$ cat src/pkg/pfb_pkg.sv
// Package for the program memory / boot ROM control block.
// Assumes a single 250 MHz clock shared by both ends.
package pfb_pkg;
   // Control register and field layout
   localparam logic [7:0] CTRL_ADDR      = 8'hfb;
   localparam int         BIT_BSEL_HIGH  = 7;
   localparam int         BIT_BSEL_LOW   = 6;
   localparam int         BIT_HV         = 5;
   localparam int         BIT_RSVD       = 4;
   localparam logic [7:0] CTRL_RESET     = 8'h00;
   // Function codes
   localparam logic [3:0] FC_NONE        = 4'h0;
   localparam logic [3:0] FC_BYTE        = 4'h5;
   localparam logic [3:0] FC_PAGE        = 4'hc;
   localparam logic [3:0] FC_BLOCK       = 4'h3;
   localparam logic [3:0] FC_FULL        = 4'ha;
   // Array geometry
   localparam int          ARRAY_AW      = 15;
   localparam logic [14:0] SECURITY_ADDR = 15'h7fff;
   localparam logic [14:0] PAGE_MASK     = 15'h7fe0;
   localparam logic [14:0] BLOCK_MASK    = 15'h7f00;
   localparam logic [15:0] BOOT_BORDER   = 16'hfc00;
   localparam logic [7:0]  ERASED_BYTE   = 8'hff;
   // Service entry points
   localparam logic [15:0] ENTRY_READ    = 16'hffba;
   localparam logic [15:0] ENTRY_WRITE   = 16'hffad;
   localparam logic [15:0] ENTRY_PAGE    = 16'hffaa;
   localparam logic [15:0] ENTRY_BLOCK   = 16'hffa5;
   localparam logic [15:0] ENTRY_FULL    = 16'hffa0;
   localparam logic [7:0]  BLOCK_DP_LOW  = 8'h08;
   localparam logic [7:0]  FULL_DP_OUT   = 8'h18;
   // Timing: ns figures, cycles at 4 ns
   localparam int CLK_NS       = 4;
   localparam int PROG_NS      = 2500000;
   localparam int ERASE_NS     = 5000000;
   localparam int PROG_CYCLES  = PROG_NS / CLK_NS;
   localparam int ERASE_CYCLES = ERASE_NS / CLK_NS;
   localparam int RC_DIV       = 4;
   // Sequencer states
   typedef enum logic [1:0] {
      ST_IDLE = 2'b00,
      ST_BUSY = 2'b01,
      ST_DONE = 2'b10
   } pfb_state_type;
   // Fetch origin of the instruction that writes the register
   typedef enum logic [1:0] {
      SRC_ARRAY = 2'b00,
      SRC_BOOT  = 2'b01,
      SRC_EXT   = 2'b10
   } pfb_src_type;
endpackage

$ cat src/pkg/pfb_if.sv
// Interface joining the processor core end and the memory control end.
// Assumes both ends run on the same clock.
`timescale 1ns/1ps
interface pfb_if;
   import pfb_pkg::*;
   // Register access from the core
   logic        reg_wr;
   logic [7:0]  reg_addr;
   logic [7:0]  reg_wdata;
   logic [7:0]  reg_rdata;
   pfb_src_type wr_src;
   // Fetch and return tracking
   logic        fetch;
   logic [15:0] fetch_addr;
   logic        ret;
   logic [15:0] ret_addr;
   // Service call arguments
   logic [15:0] data_pointer;
   logic [7:0]  acc;
   // Mapping and progress
   logic        map_boot;
   logic        array_busy;
   logic        svc_done;
   logic [7:0]  acc_out;
   logic [15:0] dp_out;
   logic        fetch_blocked;
   modport device (input reg_wr, reg_addr, reg_wdata, wr_src, fetch, fetch_addr, ret, ret_addr,
                   data_pointer, acc,
                   output reg_rdata, map_boot, array_busy, svc_done, acc_out, dp_out, fetch_blocked);
   modport core (output reg_wr, reg_addr, reg_wdata, wr_src, fetch, fetch_addr, ret, ret_addr,
                 data_pointer, acc,
                 input reg_rdata, map_boot, array_busy, svc_done, acc_out, dp_out, fetch_blocked);
endinterface

$ cat src/core/pfb_device.sv
// Program memory control end: mapping, boot select, array sequencer.
// Assumes the core end drives register writes and fetch/return events.
//
// Design decision made in the core end: the Avalon-MM register port.
`timescale 1ns/1ps
module pfb_device
   import pfb_pkg::*;
#(
   parameter int PROG_CNT  = PROG_CYCLES,
   parameter int ERASE_CNT = ERASE_CYCLES
) (
   // Clock and reset
   input  wire logic        i_clk,
   input  wire logic        i_sys_rst,
   // Reset straps, active low pins except the address latch, which is active high
   input  wire logic        i_fetch_strobe_pin_n,
   input  wire logic        i_external_access_pin_n,
   input  wire logic        i_addr_latch_pin,
   // Core side
   pfb_if.device            bus,
   // Array port
   output logic [14:0]      o_array_addr,
   output logic [7:0]       o_array_wdata,
   output logic             o_array_wr,
   output logic [14:0]      o_erase_base,
   output logic [14:0]      o_erase_mask,
   output logic             o_array_erase,
   input  wire logic [7:0]  i_array_rdata,
   // Status
   output logic             o_boot_start,
   output logic             o_internal_start
);
   typedef struct packed {
      pfb_state_type state;
      logic          bsel_high;
      logic          bsel_low;
      logic          hv;
      logic [3:0]    fcode;
      logic [31:0]   cnt;
      logic [2:0]    s_fs;
      logic [2:0]    s_ea;
      logic [2:0]    s_al;
      logic          strap_done;
      logic          boot_start;
      logic          int_start;
      logic          secure;
      logic [14:0]   addr;
      logic [7:0]    data;
      logic [7:0]    acc_out;
      logic [15:0]   dp_out;
      logic          done;
      logic          wr;
      logic          er;
      logic [14:0]   emask;
   } pfb_dev_type;

   pfb_dev_type r;
   pfb_dev_type next_r;

   // Start of an array cycle on the appropriate entry point
   function automatic logic entry_hit(input logic [15:0] a, input logic [3:0] fc);
      entry_hit = (a == ENTRY_WRITE && fc == FC_BYTE) || (a == ENTRY_PAGE && fc == FC_PAGE) ||
                  (a == ENTRY_BLOCK && fc == FC_BLOCK) || (a == ENTRY_FULL && fc == FC_FULL);
   endfunction

   always_comb begin
      next_r      = r;
      next_r.done = 1'b0;
      next_r.wr   = 1'b0;
      next_r.er   = 1'b0;
      // Three-stage strap sampling, change taken when last two agree
      next_r.s_fs = {r.s_fs[1:0], i_fetch_strobe_pin_n};
      next_r.s_ea = {r.s_ea[1:0], i_external_access_pin_n};
      next_r.s_al = {r.s_al[1:0], i_addr_latch_pin};
      if (!r.strap_done && r.s_fs[2] == r.s_fs[1] && r.s_ea[2] == r.s_ea[1] && r.s_al[2] == r.s_al[1]) begin
         next_r.strap_done = 1'b1;
         if (!r.s_fs[2] && !r.s_ea[2] && r.s_al[2]) begin
            next_r.boot_start = 1'b1;
            next_r.bsel_high  = 1'b1;
            next_r.bsel_low   = 1'b1;
         end else begin
            next_r.int_start  = r.s_ea[2];
         end
      end
      // Register write: high voltage bit read-only, reserved bit dropped
      if (bus.reg_wr && bus.reg_addr == CTRL_ADDR && r.state == ST_IDLE) begin
         next_r.bsel_high = bus.reg_wdata[BIT_BSEL_HIGH];
         next_r.bsel_low  = bus.reg_wdata[BIT_BSEL_LOW];
         if (!r.secure || bus.wr_src == SRC_ARRAY || bus.reg_wdata[3:0] == FC_FULL)
            next_r.fcode = bus.reg_wdata[3:0];
      end
      // Return out of the boot area clears selection
      if (bus.ret && bus.ret_addr < BOOT_BORDER && (r.bsel_low || r.bsel_high)) begin
         next_r.bsel_high = 1'b0;
         next_r.bsel_low  = 1'b0;
      end
      if (bus.fetch && bus.fetch_addr < BOOT_BORDER && r.bsel_high && !r.bsel_low)
         next_r.bsel_high = 1'b0;
      case (r.state)
         ST_IDLE: begin
            // Only fetches from the boot area start an array cycle
            if (bus.fetch && bus.map_boot && entry_hit(bus.fetch_addr, r.fcode)) begin
               next_r.state = ST_BUSY;
               next_r.hv    = (r.fcode != FC_NONE);
               next_r.addr  = bus.data_pointer[14:0];
               next_r.data  = bus.acc;
               // Fixed counts only, software has no say in duration
               next_r.cnt   = 32'(r.fcode == FC_BYTE ? PROG_CNT : ERASE_CNT);
               next_r.emask = (r.fcode == FC_PAGE) ? PAGE_MASK :
                              (r.fcode == FC_BLOCK) ? BLOCK_MASK : 15'h0000;
               if (r.fcode == FC_BYTE) next_r.wr = 1'b1;
               else next_r.er = 1'b1;
            end
         end
         ST_BUSY: begin
            // Timer counts down once per clock cycle
            if (r.cnt == 32'h0) begin
               next_r.state = ST_DONE;
            end else begin
               next_r.cnt = r.cnt - 32'h1;
            end
         end
         ST_DONE: begin
            next_r.state     = ST_IDLE;
            next_r.done      = 1'b1;
            // Voltage flag drops with busy, so the two never disagree
            next_r.hv        = 1'b0;
            next_r.bsel_high = 1'b0;
            next_r.bsel_low  = 1'b0;
            next_r.dp_out    = {1'b0, r.addr};
            case (r.fcode)
               FC_BYTE:  next_r.acc_out = i_array_rdata;
               FC_PAGE: begin
                  next_r.acc_out       = 8'h08;
                  next_r.dp_out[4:0]   = 5'h00;
               end
               FC_BLOCK: begin
                  next_r.acc_out       = 8'h02;
                  next_r.dp_out[7:0]   = BLOCK_DP_LOW;
               end
               FC_FULL: begin
                  next_r.acc_out = 8'h0a;
                  next_r.dp_out  = {8'h00, FULL_DP_OUT};
                  next_r.secure  = 1'b0;
               end
               default: next_r.acc_out = r.data;
            endcase
         end
         default: next_r.state = ST_IDLE;
      endcase
      // Protection byte sampled while idle from the top location
      if (r.state == ST_IDLE && bus.fetch && !bus.map_boot && bus.fetch_addr[14:0] == SECURITY_ADDR)
         next_r.secure = (i_array_rdata != ERASED_BYTE);
   end

   always_ff @(posedge i_clk) begin
      if (i_sys_rst) begin
         r           <= '0;
         r.state     <= ST_IDLE;
         r.fcode     <= FC_NONE;
         // Straps keep shifting, levels held during reset count
         r.s_fs      <= next_r.s_fs;
         r.s_ea      <= next_r.s_ea;
         r.s_al      <= next_r.s_al;
      end else begin
         r <= next_r;
      end
   end

   // Mapping: boot ROM in top 1K when exactly one select set (01 or 10), everywhere for 11
   always_comb begin
      bus.map_boot = (r.bsel_high && r.bsel_low) ||
                     ((r.bsel_low ^ r.bsel_high) && bus.fetch_addr >= BOOT_BORDER);
   end

   // Register image and status outputs
   assign bus.reg_rdata     = {r.bsel_high, r.bsel_low, r.hv, 1'b0, r.fcode};
   assign bus.array_busy    = (r.state != ST_IDLE);
   assign bus.fetch_blocked = (r.state != ST_IDLE) && !bus.map_boot;
   assign bus.svc_done      = r.done;
   assign bus.acc_out       = r.acc_out;
   assign bus.dp_out        = r.dp_out;
   assign o_array_addr      = r.addr;
   assign o_array_wdata     = r.data;
   assign o_array_wr        = r.wr;
   assign o_array_erase     = r.er;
   assign o_erase_base      = r.addr & r.emask;
   assign o_erase_mask      = r.emask;
   assign o_boot_start      = r.boot_start;
   assign o_internal_start  = r.int_start;
endmodule // pfb_device

$ cat src/flat_wrapper.sv
// flat-port wrapper written by rule: the top's interface ports become plain ports
module pfb_device_flat import pfb_pkg::*;
#(
   parameter int PROG_CNT  = PROG_CYCLES,
   parameter int ERASE_CNT = ERASE_CYCLES
)
  (i_clk, i_sys_rst, i_fetch_strobe_pin_n, i_external_access_pin_n, i_addr_latch_pin, o_array_addr, o_array_wdata, o_array_wr, o_erase_base, o_erase_mask, o_array_erase, i_array_rdata, o_boot_start, o_internal_start, bus_reg_wr, bus_reg_addr, bus_reg_wdata, bus_wr_src, bus_fetch, bus_fetch_addr, bus_ret, bus_ret_addr, bus_data_pointer, bus_acc, bus_reg_rdata, bus_map_boot, bus_array_busy, bus_svc_done, bus_acc_out, bus_dp_out, bus_fetch_blocked);
  pfb_if bus_i ();
  input  wire logic i_clk;
  input  wire logic i_sys_rst;
  input  wire logic i_fetch_strobe_pin_n;
  input  wire logic i_external_access_pin_n;
  input  wire logic i_addr_latch_pin;
  output logic [14:0] o_array_addr;
  output logic [7:0] o_array_wdata;
  output logic o_array_wr;
  output logic [14:0] o_erase_base;
  output logic [14:0] o_erase_mask;
  output logic o_array_erase;
  input  wire logic [7:0] i_array_rdata;
  output logic o_boot_start;
  output logic o_internal_start;
  input wire logic [$bits(bus_i.reg_wr)-1:0] bus_reg_wr;
  input wire logic [$bits(bus_i.reg_addr)-1:0] bus_reg_addr;
  input wire logic [$bits(bus_i.reg_wdata)-1:0] bus_reg_wdata;
  input wire logic [$bits(bus_i.wr_src)-1:0] bus_wr_src;
  input wire logic [$bits(bus_i.fetch)-1:0] bus_fetch;
  input wire logic [$bits(bus_i.fetch_addr)-1:0] bus_fetch_addr;
  input wire logic [$bits(bus_i.ret)-1:0] bus_ret;
  input wire logic [$bits(bus_i.ret_addr)-1:0] bus_ret_addr;
  input wire logic [$bits(bus_i.data_pointer)-1:0] bus_data_pointer;
  input wire logic [$bits(bus_i.acc)-1:0] bus_acc;
  output wire logic [$bits(bus_i.reg_rdata)-1:0] bus_reg_rdata;
  output wire logic [$bits(bus_i.map_boot)-1:0] bus_map_boot;
  output wire logic [$bits(bus_i.array_busy)-1:0] bus_array_busy;
  output wire logic [$bits(bus_i.svc_done)-1:0] bus_svc_done;
  output wire logic [$bits(bus_i.acc_out)-1:0] bus_acc_out;
  output wire logic [$bits(bus_i.dp_out)-1:0] bus_dp_out;
  output wire logic [$bits(bus_i.fetch_blocked)-1:0] bus_fetch_blocked;
  assign bus_i.reg_wr = bus_reg_wr;
  assign bus_i.reg_addr = bus_reg_addr;
  assign bus_i.reg_wdata = bus_reg_wdata;
  assign bus_i.wr_src = bus_wr_src;
  assign bus_i.fetch = bus_fetch;
  assign bus_i.fetch_addr = bus_fetch_addr;
  assign bus_i.ret = bus_ret;
  assign bus_i.ret_addr = bus_ret_addr;
  assign bus_i.data_pointer = bus_data_pointer;
  assign bus_i.acc = bus_acc;
  assign bus_reg_rdata = bus_i.reg_rdata;
  assign bus_map_boot = bus_i.map_boot;
  assign bus_array_busy = bus_i.array_busy;
  assign bus_svc_done = bus_i.svc_done;
  assign bus_acc_out = bus_i.acc_out;
  assign bus_dp_out = bus_i.dp_out;
  assign bus_fetch_blocked = bus_i.fetch_blocked;
  pfb_device #(.PROG_CNT(PROG_CNT), .ERASE_CNT(ERASE_CNT)) u_core (.i_clk(i_clk), .i_sys_rst(i_sys_rst), .i_fetch_strobe_pin_n(i_fetch_strobe_pin_n), .i_external_access_pin_n(i_external_access_pin_n), .i_addr_latch_pin(i_addr_latch_pin), .bus(bus_i), .o_array_addr(o_array_addr), .o_array_wdata(o_array_wdata), .o_array_wr(o_array_wr), .o_erase_base(o_erase_base), .o_erase_mask(o_erase_mask), .o_array_erase(o_array_erase), .i_array_rdata(i_array_rdata), .o_boot_start(o_boot_start), .o_internal_start(o_internal_start));
endmodule
$ cat config.mk
export PLATFORM = sky130hd
export DESIGN_NAME = pfb_device_flat
export DESIGN_NICKNAME = d
export VERILOG_FILES = /design/src/pkg/pfb_pkg.sv /design/src/pkg/pfb_if.sv /design/src/core/pfb_device.sv /design/src/flat_wrapper.sv
export SDC_FILE = /design/constraint.sdc
export NUM_CORES = 1
export LEC_CHECK = 0
export BUFFER_PORTS_ARGS = -buffer_cell sky130_fd_sc_hd__buf_2
export CAP_MARGIN = 20
export CORE_UTILIZATION = 40
export CTS_BUF_LIST = sky130_fd_sc_hd__clkbuf_8
export DETAILED_ROUTE_END_ITERATION = 10
export PLACE_DENSITY = 0.66
export SYNTH_ARGS = -nofsm -noshare
export SYNTH_HDL_FRONTEND = slang
export SYNTH_SLANG_ARGS = --single-unit
$ cat constraint.sdc
create_clock -name i_clk -period 2.97 [get_ports i_clk]
set_clock_uncertainty 0.05 [all_clocks]
set_input_delay 0 -clock i_clk [delete_from_list [all_inputs] [get_ports i_clk]]
set_output_delay 0 -clock i_clk [all_outputs]
set_load 0.01 [all_outputs]
# Yosys cells after proc, flatten, opt, wreduce, memory -nomap -nowiden
# Cells that the tools add are included.
[totals]
latchBits = 0
out_inout_bits = 93
romBits = 0
word_cells = 135
ram_bits = 0
regBits = 119
memories = 0
[classes]
mux = 24
eq_ne = 20
n_reduce_logical = 61
add_sub_neg = 1
n_bitwise = 5
multipliers = 0
order_cmp = 3
shifts = 0
n_div = 0
[op_table]
columns = ["op", "n"]
rows = [
  ["$eq A16 B16 Y1 const B", 4],
  ["$mux W32", 2],
  ["$pmux W32 S2", 1],
  ["$logic_not A32 Y1", 1],
  ["$lt A16 B16 Y1 const B", 2],
  ["$pmux W8 S4", 1],
  ["$sub A32 B1 Y32 const B", 1],
  ["$mux W15", 2],
  ["$mux W25", 1],
  ["$logic_and A1 B1 Y1", 24],
  ["$mux W21", 1],
  ["$ge A16 B16 Y1 const B", 1],
  ["$reduce_and A2 Y1", 8],
  ["$and A15 B15 Y15", 1],
  ["$eq A15 B15 Y1 const B", 1],
  ["$pmux W5 S3", 1],
  ["$reduce_bool A2 Y1", 7],
  ["$eq A4 B4 Y1 const B", 3],
  ["$mux W2", 5],
  ["$eq A8 B8 Y1 const B", 1],
  ["$ne A8 B8 Y1 const B", 1],
  ["$logic_or A1 B1 Y1", 7],
  ["$mux W7", 1],
  ["$logic_not A1 Y1", 6],
  ["other kinds (19)", 31],
]

# Longest topological paths before layout
[logic_depth]
ltp_word = 8
mapped_depth = 9
mapped_depth_nobuf = 7

# Worst setup path before layout
# OpenSTA, ideal clock, no wires.
[synth_path]
path_kind = "flip-flop to flip-flop"
startpoint = "register u_core.r[92] (netlist bit)"
endpoint = "register u_core.r[108] (netlist bit)"
t_required_ns = 2.786
path_slack_ns = 0.533
setup_time_ns = 0.134
stages_incl_launch_ff = 10
synth_period_minus_slack_ns = 2.437
t_arrival_ns = 2.253
cell_sequence = "dfxtp_1 > or4_1 > buf_2 > or3_1 > buf_2 > o31a_1 > buf_6 > buf_6 > a41oi_2 > a311oi_2"
[synth_between]
elab_chain_len = 3
[synth_rtl]
columns = ["item", "line", "source"]
rows = [
  ["start, declared", "pfb_device.sv:57", "pfb_dev_type r;"],
  ["start signal, assigned", "pfb_device.sv:166", "r <= next_r;"],
  ["$sub A32 B1 Y32 / $logic_not A32 Y1 (equally long branches)", "pfb_device.sv:120, pfb_device.sv:117", ""],
  ["$mux W32 / $ne A2 B2 Y1 (equally long branches)", "-", ""],
  ["$pmux W32 S2 / $reduce_and A3 Y1 (equally long branches)", "-", ""],
]
# Parallel ways exist; a longest one is shown, timed or not. The select of a mux whose other input is x is not followed.
# A chain may end at the register's enable or synchronous reset.

# Worst setup path after layout
[layout_path]
startpoint = "register u_core.r[85] (netlist bit)"
endpoint = "register u_core.r[109] (netlist bit)"
# The elaborated chain is that of the path after synthesis.

==> flow_summary.json <==
{
  "netSwitchingFraction": 0.232,
  "rsz0062_at_grt": "no",
  "gp_congestion": 0.912,
  "path_clk_slew_ns": 0.10,
  "core_sq_um": 13400,
  "worst_ep_required_time_ns": 3.20,
  "min_period_ns": 2.72,
  "worst_path_largest_cell_delay_ns": 0.77,
  "antenna_found_initial": 0,
  "max_slew_margin": 0.546,
  "numCtsBuffers": 9,
  "grt_overflow_total": 0,
  "track_usage": 0.213,
  "final_common_cell": "buf_2",
  "cts_tree": "yes",
  "cts_resized": 0,
  "cts-root-buf": "clkbuf_8",
  "wl_met2_um": 7830,
  "clk_latency_ns": 0.38,
  "syn_area_per_cell_sq_um": 8.32,
  "synth_area_leaders": "dfxtp_1, buf_4, nand2_1",
  "ys_warn_count": 0,
  "crit_arrival_ns": 2.95,
  "ys_async_sr_fraction": 0,
  "htreeDepth": 3,
  "hpwl_um": 10700,
  "setup_violations": 0,
  "tightest_slew_ns": 0.681,
  "cp_slowest_cell": "or4_1",
  "dr.max_layer_used": "met4",
  "remaining_drc_errors": 0,
  "pin_count": 183,
  "hold_class": "primary input to flip-flop",
  "slew_viol_final": 0,
  "yosysTopAreaCellShare": 0.377,
  "yosysUniqueCellTypes": 69,
  "outcome": "finished, final reports clean",
  "wl_per_cell_um": 16.0,
  "synth_area_sq_um": 5570,
  "dr_wl_met3_um": 937,
  "initial_core_util": 0.416,
  "drt-initial-drc-count": 505,
  "diodes": 0,
  "wirelength_um": 15500,
  "p_clk_frac": 0.367,
  "fin_util": 0.494,
  "comb_power_share": 0.062,
  "yosys.area.top_type": "dfxtp_1",
  "grt_pass1_wl_um": 24900,
  "fin_nets": 886,
  "die_h_um": 120,
  "synthCells": 669,
  "clock_path_buffers": 2,
  "crit_family": "simple AND/OR/NAND/NOR gates",
  "drt_first_pass_iters": 5,
  "max_clock_freq_mhz": 368,
  "antenna_left": 0,
  "drv_cap": 0,
  "path_class": "flip-flop to flip-flop",
  "start_kind": "flip-flop",
  "synth-edff-count": 0,
  "syn2layout_area_growth_pct": 19.0,
  "ir_drop_uv": 179,
  "grt_max_degree": 34,
  "powerDensity_nw_per_um2": 376,
  "vias_per_cell": 5.55,
  "met1_length_um": 6360,
  "netSwitchingPower_mw": 0.578,
  "cts_sinks": 105,
  "dieArea_sq_um": 14400,
  "end_kind": "flip-flop",
  "numPortBuffers": 157,
  "layout_common_cells": "buf_2, dfxtp_1, nand2_1",
  "cellInternalPower_mw": 1.91,
  "final_layout_size_suffix_gt1_frac": 0.268,
  "via_count": 5399,
  "chipWidth_um": 120,
  "synth_seq_cells": 105,
  "cp_common_cell": "or4_1",
  "hold_viol_final": 0,
  "grt_pass1_vias": 5201,
  "tns_ns": 0,
  "yosysSeqAreaShare": 0.377,
  "crit_fanout": 11,
  "crit_path_cell_trace": "or4_1 -> or4_1 -> nor4_1 -> o22ai_2 -> a31o_1",
  "post_cts_buffers": 0,
  "ys.flop_type": "dfxtp_1",
  "p_seq_frac": 0.570,
  "p_leak_nw": 2.86,
  "row_count": 42,
  "path_buf_inv": 0,
  "period_share": 0.915
}
state kept, by name, summed over array words and instances, names as in the netlist:
name	cells
u_core.bus.acc_out	8
u_core.bus.dp_out	15
u_core.bus.reg_rdata	7
u_core.bus.svc_done	1
u_core.next_r	6
u_core.o_array_addr	15
u_core.o_array_erase	1
u_core.o_array_wdata	8
u_core.o_array_wr	1
u_core.o_boot_start	1
u_core.o_erase_mask	2
u_core.o_internal_start	1
u_core.r	39
logic make-up after synthesis:
logic type / after synthesis / share of synthesized area
other: 1 / 0.000673
xor gates and xnor gates: 4 / 0.00629
and+or+nand+nor: 241 / 0.219
muxes: 5 / 0.00899
buffers and inverters: 130 / 0.145
adders and majority gates: 4 / 0.00899
DFF: 105 / 0.377
AOI/OAI and AO/OA: 179 / 0.233
layer usage:
layer  vias to the layer above  track usage
li1                       2592            -
met1                      2558        0.251
met2                       218        0.375
met3                        31       0.0356
met4                         0       0.0961
met5                         -            0
path summary, 6_finish.rpt:
check | start | to | slack, ns | cells after the start
min reg2reg | u_core.next_r[73] | u_core.next_r[74] | 0.28 | 0
max | u_core.r[85] | u_core.r[109] | 0.25 | 5
min | i_array_rdata[3] | u_core.bus.acc_out[3] | 0.009 | 4
max reg2reg | u_core.r[85] | u_core.r[109] | 0.25 | 5
metrics by stage:
step / instance area, sq um / hold WS (ns) / setup slack [ns] / cells / power [mW]
finish: 6630 / 0.00942 / 0.254 / 972 / 2.49
global placement: 6060 / 0.0532 / 0.298 / 921 / 1.57
floorplan: 5610 / -0.0223 / 0.533 / 680 / 1.51
global route: 6630 / 0.0276 / 0.113 / 972 / 2.58
CTS: 6630 / 0.00415 / 0.272 / 972 / 2.51
detailed placement: 6060 / 0.0573 / 0.304 / 921 / 1.57
cell usage after synthesis, drive strengths merged, types with 3 or more instances:
| master | n |
|---|---|
| a22o | 17 |
| dfxtp | 105 |
| or3 | 9 |
| clkbuf | 27 |
| and2 | 11 |
| nand4 | 9 |
| a41oi | 3 |
| nand2b | 5 |
| nor3b | 3 |
| a311oi | 13 |
| nor3 | 33 |
| ha | 4 |
| a31oi | 8 |
| nand3 | 7 |
| a32o | 10 |
| o21a | 5 |
| a21o | 3 |
| a211oi | 4 |
| inv | 10 |
| mux2i | 5 |
| o32ai | 8 |
| o22ai | 6 |
| nand3b | 3 |
| nor2b | 8 |
| nor4bb | 3 |
| or4 | 9 |
| o21ai | 19 |
| buf | 92 |
| a21oi | 57 |
| nor2 | 42 |
| nor4 | 8 |
| nand2 | 82 |
| xor2 | 4 |
| a221oi | 6 |
power groups by stage:
stage / Clock (mW) / Combinational (mW) / Sequential [mW]
floorplan: 0 / 0.0606 / 1.45
global placement: 0 / 0.116 / 1.45
detailed placement: 0 / 0.119 / 1.45
CTS: 0.934 / 0.153 / 1.42
global route: 0.992 / 0.169 / 1.42
finish: 0.914 / 0.156 / 1.42
tightest hold or removal path, delay by kind of cell:
family,cells,cell delay (ns)
buffers and inverters,1,0.10
and+or+nand+nor,1,0.04
AOI/OAI and AO/OA,2,0.26
final cells by class:
type	instances	area, sq um
timing repair buffer	220	1360
fill	1250	6770
sequential	105	2100
clock inverter	5	63.8
clock buffer	10	138
tap	176	220
multi-input combinational	445	2700
inverter	11	41.3
timing repair:
action                                  CTS  global route
endpoints found under the setup margin    0             0
endpoints found under the hold margin    33             0
hold buffers                             36             0
Note: power is estimated with default switching activity, not from simulation.
